--- src/core/sfscu_pkg.sv ---
// shared constants for the serial flash status command unit
package sfscu_pkg;
    localparam logic [7:0] SFSCU_OP_WREN = 8'h06;
    localparam logic [7:0] SFSCU_OP_WRDI = 8'h04;
    localparam logic [7:0] SFSCU_OP_RDSR = 8'h05;
    localparam logic [7:0] SFSCU_OP_WRSR = 8'h01;
    localparam logic [7:0] SFSCU_OP_PP = 8'h02;
    localparam logic [7:0] SFSCU_OP_SE = 8'h20;
    localparam logic [7:0] SFSCU_OP_BE32 = 8'h52;
    localparam logic [7:0] SFSCU_OP_BE64 = 8'hD8;
    localparam logic [7:0] SFSCU_OP_CE1 = 8'hC7;
    localparam logic [7:0] SFSCU_OP_CE2 = 8'h60;
    localparam logic [7:0] SFSCU_OP_RDID = 8'hAB;
    // status bit positions
    localparam int SFSCU_SB_BUSY = 0;
    localparam int SFSCU_SB_WLF = 1;
    localparam int SFSCU_SB_BP0 = 2;
    localparam int SFSCU_SB_BP1 = 3;
    localparam int SFSCU_SB_BP2 = 4;
    localparam int SFSCU_SB_TB = 5;
    localparam int SFSCU_SB_RSV = 6;
    localparam int SFSCU_SB_LOCK = 7;
    // writable status bits: 7,5,4,3,2
    localparam logic [7:0] SFSCU_SR_WMASK = 8'hBC;
    localparam logic [7:0] SFSCU_SR_RESET = 8'h00;
    localparam logic [7:0] SFSCU_DEV_ID = 8'h5A; // arbitrary value
    // self-timed write cycle, microseconds, and cycles at 10 MHz
    localparam int SFSCU_CLK_MHZ = 10;
    localparam int SFSCU_TW_US = 100;
    localparam int SFSCU_TW_CYC = SFSCU_TW_US * SFSCU_CLK_MHZ;
    localparam int SFSCU_PGM_CYC = SFSCU_TW_CYC;
    // host serial clock divider: half period in mclk cycles
    localparam int SFSCU_HALF_DIV = 4;
    // host register offsets (AXI4-Lite byte addresses)
    localparam logic [7:0] SFSCU_REG_CMD = 8'h00;
    localparam logic [7:0] SFSCU_REG_DATA = 8'h04;
    localparam logic [7:0] SFSCU_REG_STAT = 8'h08;
    localparam logic [7:0] SFSCU_REG_RDATA = 8'h0C;
    localparam logic [1:0] SFSCU_RESP_OKAY = 2'b00;
    localparam logic [1:0] SFSCU_RESP_SLVERR = 2'b10;
endpackage

--- src/core/sfscu_if.sv ---
// serial link between host controller and flash device
`timescale 1ns/1ps
interface sfscu_if;
    logic select_n;
    logic sclk;
    logic dl_out;
    logic dl_oe;
    logic dh_out;
    logic dh_oe;
    logic guard_n;
    logic dual_line_low;
    logic dual_line_high;
    // weak pull-up models an idle floating line
    assign dual_line_low = dl_oe ? dl_out : 1'b1;
    assign dual_line_high = dh_oe ? dh_out : 1'b1;
    modport host (output select_n, sclk, dl_out, dl_oe, guard_n, input dual_line_high);
    modport device (input select_n, sclk, dual_line_low, guard_n, output dh_out, dh_oe,
        input dl_out, dl_oe);
endinterface

--- src/core/sfscu_device.sv ---
// flash device end: instruction front-end and status/protection register
//
// Behaviour
// - opcode 06h sets write latch flag
// - opcode 04h clears write latch flag
// - latch clears at power-up and cycle end
// - program/erase/status write need latch set
// - status read shifts byte, MSB first, falling
// - status byte repeats until select rises
// - status read accepted even while busy
// - status write is opcode plus one byte
// - only bits 7,5,4,3,2 written
// - status write needs exact byte boundary
// - busy high during self-timed write cycle
// - lock bit with guard low blocks status writes
// - protected regions reject program and erase
// - bytes travel MSB first on output line
// - ABh, three dummies, then repeating identifier
// - instruction starts at select fall, rising sample
// - busy ignores all but status read
// - write latch is status bit 1
// - reserved status bit 6 reads 0
`timescale 1ns/1ps
module sfscu_device
    import sfscu_pkg::*;
#(
    parameter int TW_CYC = SFSCU_TW_CYC,
    parameter int PGM_CYC = SFSCU_PGM_CYC,
    parameter int ADDR_BITS = 19
)(
    input wire logic mclk,
    input wire logic reset_n,
    sfscu_if.device link,
    output logic [7:0] status_view,
    output logic cycle_busy
);
    // sync stages; only stage 2 feeds logic
    typedef struct packed {
        logic [2:0] cs_s1;
        logic [2:0] cs_s2;
        logic [1:0] guard_s;
        logic cs_d;
        logic clk_d;
        logic lock;
        logic tb;
        logic [2:0] guard;
        logic wlf;
        logic busy;
        logic [31:0] timer;
        logic [7:0] pend_sr;
        logic pend_is_sr;
        logic [7:0] shin;
        logic [2:0] bitn;
        logic [3:0] bytes;
        logic [7:0] opc;
        logic [7:0] wrbyte;
        logic [23:0] addr;
        logic frame_bad;
        logic [7:0] shout;
        logic out_en;
        logic dout;
    } sfscu_dev_t;

    sfscu_dev_t q;
    sfscu_dev_t next_q;
    logic cs_n;
    logic sck;
    logic din;
    logic rise;
    logic fall;
    logic cs_rise;
    logic cs_fall;
    logic [7:0] sr_now;
    logic [7:0] byte_in;
    logic prot_hit;
    logic [2:0] top_bits;

    assign cs_n = q.cs_s2[0];
    assign sck = q.cs_s2[1];
    assign din = q.cs_s2[2];
    assign rise = !cs_n && sck && !q.clk_d;
    assign fall = !cs_n && !sck && q.clk_d;
    assign cs_rise = cs_n && !q.cs_d;
    assign cs_fall = !cs_n && q.cs_d;
    assign byte_in = {q.shin[6:0], din};
    // reserved bit fixed at zero latch at bit 1 busy at bit 0
    assign sr_now = {q.lock, 1'b0, q.tb, q.guard, q.wlf, q.busy};
    assign top_bits = q.addr[ADDR_BITS-1 -: 3];

    // region check in eighths of the array
    always_comb
    begin
        prot_hit = 1'b0;
        if (q.guard[2])
            prot_hit = 1'b1;
        else if (q.guard[1:0] != 2'b00)
        begin
            if (!q.tb)
                prot_hit = top_bits >= 3'(8 - (1 << (q.guard[1:0] - 2'd1)));
            else
                prot_hit = top_bits < 3'(1 << (q.guard[1:0] - 2'd1));
        end
        if (q.opc == SFSCU_OP_CE1 || q.opc == SFSCU_OP_CE2)
            prot_hit = q.guard != 3'b000;
    end

    always_comb
    begin
        next_q = q;
        next_q.cs_s1 = {link.dual_line_low, link.sclk, link.select_n};
        next_q.cs_s2 = q.cs_s1;
        next_q.guard_s = {q.guard_s[0], link.guard_n};
        next_q.cs_d = cs_n;
        next_q.clk_d = sck;
        if (q.busy)
        begin
            if (q.timer == 32'd0)
            begin
                next_q.busy = 1'b0;
                next_q.wlf = 1'b0;
                if (q.pend_is_sr)
                begin
                    next_q.lock = q.pend_sr[SFSCU_SB_LOCK];
                    next_q.tb = q.pend_sr[SFSCU_SB_TB];
                    next_q.guard = q.pend_sr[SFSCU_SB_BP2:SFSCU_SB_BP0];
                end
            end
            else
                next_q.timer = q.timer - 32'd1;
        end
        if (cs_fall)
        begin
            next_q.bitn = 3'd0;
            next_q.bytes = 4'd0;
            next_q.frame_bad = 1'b0;
            next_q.out_en = 1'b0;
        end
        if (rise)
        begin
            next_q.shin = byte_in;
            next_q.bitn = q.bitn + 3'd1;
            if (q.bitn == 3'd7)
            begin
                if (q.bytes != 4'hF)
                    next_q.bytes = q.bytes + 4'd1;
                if (q.bytes == 4'd0)
                    next_q.opc = byte_in;
                else if (q.bytes == 4'd1)
                    next_q.wrbyte = byte_in;
                if (q.bytes >= 4'd1 && q.bytes <= 4'd3)
                    next_q.addr = {q.addr[15:0], byte_in};
                if (q.bytes == 4'd0 && byte_in == SFSCU_OP_RDSR)
                begin
                    next_q.shout = sr_now;
                    next_q.out_en = 1'b1;
                end
                if (q.bytes == 4'd3 && q.opc == SFSCU_OP_RDID && !q.busy)
                begin
                    next_q.shout = SFSCU_DEV_ID;
                    next_q.out_en = 1'b1;
                end
            end
        end
        if (fall && q.out_en)
        begin
            next_q.dout = q.shout[7];
            if (q.bitn == 3'd7)
                // reload after the last bit keeps the byte repeating
                next_q.shout = (q.opc == SFSCU_OP_RDSR) ? sr_now : SFSCU_DEV_ID;
            else
                next_q.shout = {q.shout[6:0], 1'b0};
        end
        if (cs_rise)
        begin
            next_q.out_en = 1'b0;
            // byte boundary required; busy ignores all but status read
            if (!q.busy && q.bitn == 3'd0 && q.bytes != 4'd0)
            begin
                unique case (q.opc)
                    SFSCU_OP_WREN: if (q.bytes == 4'd1) next_q.wlf = 1'b1;
                    SFSCU_OP_WRDI: if (q.bytes == 4'd1) next_q.wlf = 1'b0;
                    SFSCU_OP_WRSR:
                        // two bytes exactly, latch set, lock not engaged
                        if (q.bytes == 4'd2 && q.wlf && !(q.lock && !q.guard_s[1]))
                        begin
                            next_q.busy = 1'b1;
                            next_q.timer = 32'(TW_CYC - 1);
                            next_q.pend_is_sr = 1'b1;
                            next_q.pend_sr = q.wrbyte & SFSCU_SR_WMASK;
                        end
                    SFSCU_OP_PP, SFSCU_OP_SE, SFSCU_OP_BE32, SFSCU_OP_BE64:
                        if (q.wlf && q.bytes >= 4'd4 && !prot_hit)
                        begin
                            next_q.busy = 1'b1;
                            next_q.timer = 32'(PGM_CYC - 1);
                            next_q.pend_is_sr = 1'b0;
                        end
                    SFSCU_OP_CE1, SFSCU_OP_CE2:
                        if (q.wlf && q.bytes == 4'd1 && !prot_hit)
                        begin
                            next_q.busy = 1'b1;
                            next_q.timer = 32'(PGM_CYC - 1);
                            next_q.pend_is_sr = 1'b0;
                        end
                    default: ;
                endcase
            end
        end
    end

    always_ff @(posedge mclk or negedge reset_n)
    begin
        if (!reset_n)
        begin
            q <= '0;
            q.cs_s1 <= 3'b011;
            q.cs_s2 <= 3'b011;
            q.guard_s <= 2'b11;
            q.cs_d <= 1'b1;
        end
        else
            q <= next_q;
    end

    assign link.dh_out = q.dout;
    assign link.dh_oe = q.out_en;
    assign status_view = {q.lock, 1'b0, q.tb, q.guard, q.wlf, q.busy};
    assign cycle_busy = q.busy;
endmodule

--- src/flat_wrapper.sv ---
// flat-port wrapper written by rule: the top's interface ports become plain ports
module sfscu_device_flat import sfscu_pkg::*;
#(
    parameter int TW_CYC = SFSCU_TW_CYC,
    parameter int PGM_CYC = SFSCU_PGM_CYC,
    parameter int ADDR_BITS = 19
)
  (mclk, reset_n, status_view, cycle_busy, link_select_n, link_sclk, link_guard_n, link_dh_out, link_dh_oe, link_dl_out, link_dl_oe);
  sfscu_if link_i ();
  input wire logic mclk;
  input wire logic reset_n;
  output logic [7:0] status_view;
  output logic cycle_busy;
  input wire logic [$bits(link_i.select_n)-1:0] link_select_n;
  input wire logic [$bits(link_i.sclk)-1:0] link_sclk;
  input wire logic [$bits(link_i.guard_n)-1:0] link_guard_n;
  output wire logic [$bits(link_i.dh_out)-1:0] link_dh_out;
  output wire logic [$bits(link_i.dh_oe)-1:0] link_dh_oe;
  input wire logic [$bits(link_i.dl_out)-1:0] link_dl_out;
  input wire logic [$bits(link_i.dl_oe)-1:0] link_dl_oe;
  assign link_i.select_n = link_select_n;
  assign link_i.sclk = link_sclk;
  assign link_i.guard_n = link_guard_n;
  assign link_dh_out = link_i.dh_out;
  assign link_dh_oe = link_i.dh_oe;
  assign link_i.dl_out = link_dl_out;
  assign link_i.dl_oe = link_dl_oe;
  sfscu_device #(.TW_CYC(TW_CYC), .PGM_CYC(PGM_CYC), .ADDR_BITS(ADDR_BITS)) u_core (.mclk(mclk), .reset_n(reset_n), .link(link_i), .status_view(status_view), .cycle_busy(cycle_busy));
endmodule
--- config.mk ---
export PLATFORM = sky130hd
export DESIGN_NAME = sfscu_device_flat
export DESIGN_NICKNAME = d
export VERILOG_FILES = /design/src/core/sfscu_pkg.sv /design/src/core/sfscu_if.sv /design/src/core/sfscu_device.sv /design/src/flat_wrapper.sv
export SDC_FILE = /design/constraint.sdc
export NUM_CORES = 1
export LEC_CHECK = 0
export BUFFER_PORTS_ARGS = -buffer_cell sky130_fd_sc_hd__buf_2
export CORE_MARGIN = 4
export CORE_UTILIZATION = 56
export DETAILED_ROUTE_END_ITERATION = 16
export HOLD_SLACK_MARGIN = 0.03
export PLACE_DENSITY_LB_ADDON = 0.2
export SETUP_SLACK_MARGIN = 0.02
export SYNTH_ARGS = -nofsm -noshare
export SYNTH_HDL_FRONTEND = slang
export SYNTH_SLANG_ARGS = --single-unit
--- constraint.sdc ---
create_clock -name mclk -period 2.5 [get_ports mclk]
set_clock_uncertainty 0.05 [all_clocks]
set_input_delay 0.125 -clock mclk [delete_from_list [all_inputs] [get_ports mclk]]
set_output_delay 0.125 -clock mclk [all_outputs]
set_load 0.01 [all_outputs]
== Word level (Yosys, flattened, before mapping) ==
Cells that the tools add are included.

* Register bits after elaboration: 119
* Input port bits: 7

* Add/sub/neg operators: 5
* $lt $le $gt $ge: 5
* Equality and inequality tests: 20
* Shift-type cells: 1
* Mux-type cells: 38
* Bitwise logic cells: 1
* Reduce and logical (&&, ||, !) cells: 49

{| class="wikitable"
|+ Operators by type and width
! cell !! count
|-
| $pmux 33 s3 || 1
|-
| $mux 43 || 2
|-
| $mux 33 || 2
|-
| $mux 8 || 7
|-
| $mux 47 || 1
|-
| $mux 44 || 1
|-
| $mux 42 || 1
|-
| $mux 9 || 4
|-
| $mux 34 || 1
|-
| $eq 8x3->1 const B || 4
|-
| $logic_not 32->1 || 1
|-
| $mux 32 || 1
|-
| $sub 32x1->32 const B || 1
|-
| $eq 8x8->1 const B || 3
|-
| $mux 24 || 1
|-
| $logic_and 1x1->1 || 20
|-
| $eq 8x7->1 const B || 2
|-
| $reduce_and 3->1 || 4
|-
| $mux 1 || 11
|-
| $reduce_bool 3->1 || 3
|-
| $eq 4x2->1 const B || 2
|-
| $eq 8x1->1 const B || 1
|-
| $eq 8x2->1 const B || 1
|-
| $eq 8x6->1 const B || 1
|-
| 30 further kinds || 43
|}

== Depth between registers and ports, before layout ==
Gate-level depths: netlist of run 1.

* Depth after elaboration: 14
* Depth in mapped cells: 10
* Gate-level depth less buffers: 9

== Least setup slack after synthesis of run 1 ==
Ideal clock, no wire load.

* Path type: reg2reg
* From: register u_core.q[78] (netlist name)
* To: register u_core.q[104] (netlist name)
* Arrival: 2419 ps
* Required time: 2368 ps
* Slack: -51 ps
* Stages on the path, launching flop included: 7
* Buffers on the path: 1
* Cell sequence: dfrtp_1 > or4_4 > or3_1 > buf_2 > or4_1 > or4_1 > a22oi_2

{| class="wikitable"
|+ RTL lines
! item !! line !! source
|-
| from (decl) || sfscu_device.sv:64 || <nowiki>sfscu_dev_t q;</nowiki>
|-
| from (signal assigned) || sfscu_device.sv:222 || <nowiki>q <= next_q;</nowiki>
|}

==> flow_summary.ini, run 1 <==
[routing]
ant_nets = 0
via_per_inst = 6.16
first_iter_violations = 341
remaining_drc_errors = 0
vias = 4247
wirelength_um = 12200
wl_per_cell_um = 17.7
drtPass1Iterations = 5

[clock_tree]
cts_tree = yes
clk_path_buf_depth = 2
cts.sinks = 101
cts.root.buffer_cell = clkbuf_8
cts_made_buffers = 9
cts.reportedPaths.clkPinSlew_ps = 100
htree_levels = 3
clk_latency_ps = 390

[hold_path]
hp-class = primary input to asynchronous set/reset pin

[sta]
tns_ps = 0
rsz0062_at_grt = no
fin_ws_ps = 75.9
report.final.slew_viol_count = 0
setup_viol_count_final = 0
slew_headroom_pct = 53.3
fmaxAchievable_ghz = 0.413
tightest_slew_ps = 697
final_hold_viol_count = 0
fin_crit_sh_pct = 97.0
layout_min_cycle_time_ps = 2420

[placed_design]
hpwlAfterDp_um = 8380
placed_cell_area_sq_um = 5780
gp_congestion = 0.932
pre_cts_ws_ps = -31.2
placedCellCount = 665
portBuffers = 16

[grt]
track_usage_pct = 22.9
grt-ovfl-total = 0
grt_pass1_vias = 4128
grt_pass1_wl_um = 20400
grt_start_max_net_pins = 102
antenna_found_initial = 0

[logic_synthesis]
yosysTopAreaCell = dfrtp_1
yosysWarnings = 0
ys_seq_area_share_pct = 47.7
syn_nets = 539
synth_cells = 513
synth_top_flop_cell = dfrtp_1
syn_area_sq_um = 5320
synthArstFlopShare_pct = 100
synth-seq-cells = 101
synth.avg_cell_area_sq_um = 10.4
synth_area_leaders = dfrtp_1 (44%), mux2_2 (6.6%), ha_1 (4.5%), nand2_1 (3.6%), dfstp_2 (3.5%)
synth_edf_count = 0
yosysTopAreaCellShare_pct = 44.2
synth.distinct_cells = 60

[floorplan]
io_pins = 18
row_count = 35
die_w_um = 105
core_area_sq_um = 9240
start_util_pct = 57.6
dieArea_sq_um = 11100
dieHeight_um = 105

[worst_setup_path]
r2r-start = u_core.q[78]
r2r_setup_slack_ps = 80
crit_slowest_cell = or4_4
crit_path_start_kind = flop
crit_arrival_ps = 2680
path_max_fanout = 12
r2r-end = u_core.q[90]
max_stage_delay_ps = 560
cp-end-kind = flop
reg2reg_depth = 6
path_class = flop to flop
cp.required_ps = 2760
path_common_cell = or3_1
path_cells = or4_4 > or3_4 > buf_6 > or3_1 > or3_1 > a22oi_1

[cells_and_area]
area_growth_pct = 16.4
final_util_pct = 67.0
fin_nets = 582
diodes = 0
final_area_sq_um = 6190
fin_cells = 690
post_route_cells_drive_above_1_share_pct = 25.7

[job]
drv_cap = 0

[pwr]
leakage_nw = 2.90
irDropWorstVdd_uv = 504
power_density_nw_per_um2 = 500

[run_status]
status = finished clean
[kinds of logic after synthesis]
family	share of synthesized area (%)
simple gates	20.9
mux	7.13
fa+ha+maj	4.47
other cells	0.0705
flops	47.7
buf+inv	4.40
compound gates	14.9
xor+xnor	0.494
[flip-flops by register name (all words and copies together), names as in the netlist]
| signal | cells |
|---|---|
| u_core.q | 78 |
| u_core.byte_in | 8 |
| u_core.cycle_busy | 1 |
| u_core.link.dh_oe | 1 |
| u_core.next_q | 5 |
| u_core.status_view | 6 |
| u_core.link.dh_out | 1 |
| u_core.cs_n | 1 |
[synth_stat cells, types with 2 or more instances]
cell and count:
o41ai_1 6, nand3_1 8, nand2_1 51, o31ai_1 16, clkbuf_1 19, nand2b_1 6
nor3_1 7, nor4_1 9, inv_1 20, dfstp_2 7, dfrtp_1 94, or3_1 24
a211oi_1 2, buf_4 9, or2_2 2, mux2i_1 3, or4_1 20, o211ai_1 7
nor2b_1 7, a21oi_1 7, a2bb2oi_1 3, or4b_2 6, nor3b_1 5, ha_1 19
a22oi_1 23, o22ai_1 2, or3b_2 2, o21ai_0 28, nand4_1 5, nand4bb_1 3
nand4b_1 4, xnor2_1 3, nor2_1 22, mux2_2 31, nor4bb_1 2, o221ai_1 4
o31a_1 2, buf_2 3
[area by class of cell]
| type | instances | area [sq um] |
|---|---|---|
| clock inverters | 7 | 104 |
| clock buffers | 9 | 124 |
| fillers | 724 | 3050 |
| inverters | 20 | 75.1 |
| multi-input cells | 360 | 2670 |
| flip-flops and latches | 101 | 2540 |
| repair buffers | 64 | 515 |
| well taps | 129 | 161 |
[timing repair]
item / 4_1_cts / 5_1_grt
resized for setup: 6 / 14
hold buffers: 6 / 0
buffers inserted: 1 / 2
endpoints found under the hold margin: 98 / 0
setup endpoints to repair: 20 / 31
pin swaps: 1 / 5
[through the flow]
step / hold slack (ps) / power (mW)
finish: 266 / 3.10
global route: 313 / 3.22
CTS: 301 / 3.13
detailed placement: 179 / 1.94
global placement: 179 / 1.93
floorplan: -221 / 1.85
[placed cells by master, fill, tap and decap left out, types with 7 or more instances in the layout]
cell type and n:
ha_1 19, nand3_1 8, nand2_1 51, dfrtp_1 94
nor3_1 7, nor2_1 22, a21oi_1 7, nor2b_1 7
a22oi_1 20, mux2_2 31, o31ai_1 15, or3_1 20
dfstp_2 7, buf_2 15, clkbuf_8 9, o211ai_1 7
inv_1 20, o21ai_0 28, buf_4 37, or4_1 18
[worst max-delay path by stage]
| stage | depth (start not counted) | slack (ps) | end | startpoint |
|---|---|---|---|---|
| after global placement | 6 | 30 | u_core.q[90] | u_core.q[78] |
| after global routing | 6 | 20 | u_core.q[102] | u_core.q[78] |
| final | 6 | 80 | u_core.q[90] | u_core.q[78] |
| after detailed placement | 6 | -30 | u_core.q[90] | u_core.q[79] |
| after floorplan | 6 | -50 | u_core.q[104] | u_core.q[78] |
| after CTS | 5 | 20 | u_core.q[95] | u_core.q[78] |
[critical path, delay by kind of cell, from the launching register on]
kind | cells | cell delay [ps]
AO/OA/AOI/OAI | 1 | 150
AND/OR/NAND/NOR | 4 | 1610
buffers and inverters | 1 | 150
flip-flops | 1 | 390
[report_power, final]
group,leakage [nW],switching [mW],internal [mW]
clock network,0.115,0.604,0.578
logic,1.43,0.0661,0.0693
registers,1.36,0.0813,1.70
total,2.90,0.752,2.35
[metal layers]
| metal | GRT usage [%] | wire length (um) | up-vias | part of all wire (%) |
|---|---|---|---|---|
| met5 | 0 | 0 | - | 0 |
| met4 | 6.94 | 201 | 0 | 1.6 |
| met3 | 4.65 | 505 | 21 | 4.1 |
| met2 | 36.2 | 5820 | 99 | 48 |
| met1 | 32.0 | 5710 | 2120 | 47 |
| li1 | - | - | 2007 | - |
Note: power is estimated with default switching activity, not from simulation.
==> run 2: changes to the inputs <==
Settings changed: CORE_MARGIN 4 to 10, GPL_TIMING_DRIVEN from default to 0.
==> run 2 against run 1 <==
Against the previous run: the flow now finishes with violations (setup timing); utilization up 3.6 points; cell count up 2.9%; via count grew 4.7%; critical path depth did not move; power is 3.8% lower; non-clock buffer count up 20; sequential cell count unchanged; highest routed layer unchanged.
==> flow_summary.ini, run 2 (same netlist as run 1, synthesis figures left out) <==
[cells_and_area]
largest_register_ffs = 78
fin_nets = 602
largest_register = u_core.q
final_util_pct = 70.6
final_area_sq_um = 6530
area_growth_pct = 22.7
final_common_cell = dfrtp_1
fin_cells = 710
diodes = 0
post_route_cells_drive_above_1_share_pct = 33.0
layout_common_cells = dfrtp_1 (88), nand2_1 (51), buf_4 (37)

[clock_tree]
cts_tree = yes
cts.sinks = 101
clk_path_buf_depth = 2
cts_made_buffers = 9
htree_levels = 3
clk_latency_ps = 400
cts.reportedPaths.clkPinSlew_ps = 110
cts.root.buffer_cell = clkbuf_8

[worst_setup_path]
crit_arrival_ps = 2810
cp_top_family = simple AND/OR/NAND/NOR gates
crit_buf_inv = 1
path_max_fanout = 4
cp.required_ps = 2750
r2r_setup_slack_ps = -60
max_stage_delay_ps = 580
path_common_cell = or3_4
crit_slowest_cell = or4_4
path_cells = or4_4 > or3_4 > buf_6 > or3_4 > or3_1 > a22oi_1
crit_path_start_kind = flop
path_class = flop to flop
cp-end-kind = flop

[floorplan]
die_w_um = 117
dieHeight_um = 117
io_pins = 18
start_util_pct = 57.6
dieArea_sq_um = 13800
core_area_sq_um = 9240
row_count = 35

[sta]
tns_ps = -176
report.final.slew_viol_count = 0
hold_ws_ps = 193
fin_ws_ps = -55.2
final_hold_viol_count = 0
slew_headroom_pct = 35.1
tightest_slew_ps = 973
rsz0062_at_grt = yes
fin_crit_sh_pct = 102
setup_viol_count_final = 14
fmaxAchievable_ghz = 0.391
layout_min_cycle_time_ps = 2560

[pwr]
p_sw_mw = 0.792
power_density_nw_per_um2 = 456
leakage_nw = 2.99
power_frac_clock_pct = 35.5
p_seq_share_pct = 59.9
power_mw = 2.98
irDropWorstVdd_uv = 480
swShare_pct = 26.6
combPwrFrac_pct = 4.7
power.internal_mw = 2.19

[run_status]
violations = setup timing
status = complete, but fails checks

[routing]
drtPass1Iterations = 5
first_iter_violations = 431
wirelength_um = 13300
remaining_drc_errors = 0
vias = 4445
via_per_inst = 6.26
ant_nets = 0
wl_per_cell_um = 18.8

[placed_design]
placed_cell_area_sq_um = 5610
pre_cts_ws_ps = -460
portBuffers = 16
hpwlAfterDp_um = 8300
gp_congestion = 0.933
placedCellCount = 659

[grt]
track_usage_pct = 17.6
grt_pass1_wl_um = 20700
grt_pass1_vias = 4118
grt-ovfl-total = 0
antenna_found_initial = 0
grt_start_max_net_pins = 63

[job]
drv_cap = 0

[hold_path]
hp-class = primary input to asynchronous set/reset pin
run 2: what timing repair did:
| action | in CTS | in global routing |
|---|---|---|
| endpoints found under the setup margin | 60 | 62 |
| buffers inserted | 10 | 23 |
| hold buffers | 6 | 0 |
| resized for setup | 39 | 64 |
| pin swaps | 10 | 29 |
| gates cloned | 0 | 2 |
| endpoints found under the hold margin | 38 | 0 |
run 2: final timing paths:
kind,cells past startpoint,to,from
worst max register to register,6,u_core.q[90],u_core.q[78]
worst min register to register,0,u_core.byte_in[0],u_core.next_q[120]
worst min-delay path,2,u_core.q[86],reset_n
min in group mclk,0,u_core.byte_in[0],u_core.next_q[120]
max in group asynchronous,3,u_core.q[117],reset_n
worst max-delay path,6,u_core.q[90],u_core.q[78]
run 2: layer usage:
layer	up-vias	track usage, %	wire length [um]
met2	138	26.4	6290
met3	21	4.94	788
met1	2236	24.6	6040
met4	0	3.79	201
met5	-	0	0
li1	2050	-	-
run 2: cell type report:
type / count / area (sq um)
Buffer: 26 / 181
Clock buffer: 10 / 138
Clock inverter: 6 / 63.8
Fill cell: 653 / 2720
Inverter: 20 / 75.1
Multi-Input combinational cell: 360 / 2880
Sequential cell: 101 / 2540
Tap cell: 129 / 161
Timing Repair Buffer: 58 / 485
run 2: worst register-to-register path: stages, from the launching register on:
cell     delay (ps)
dfrtp_1         410
or4_4           580
or3_4           420
buf_6           140
or3_4           320
or3_1           370
a22oi_1         170
run 2: power by group through the flow:
stage / Sequential [mW] / Combinational [mW] / Clock [mW]
final: 1.78 / 0.139 / 1.06
after global routing: 1.80 / 0.159 / 1.15
after CTS: 1.78 / 0.141 / 1.07
after detailed placement: 1.81 / 0.132 / 0
after global placement: 1.81 / 0.122 / 0
after floorplan: 1.78 / 0.0772 / 0
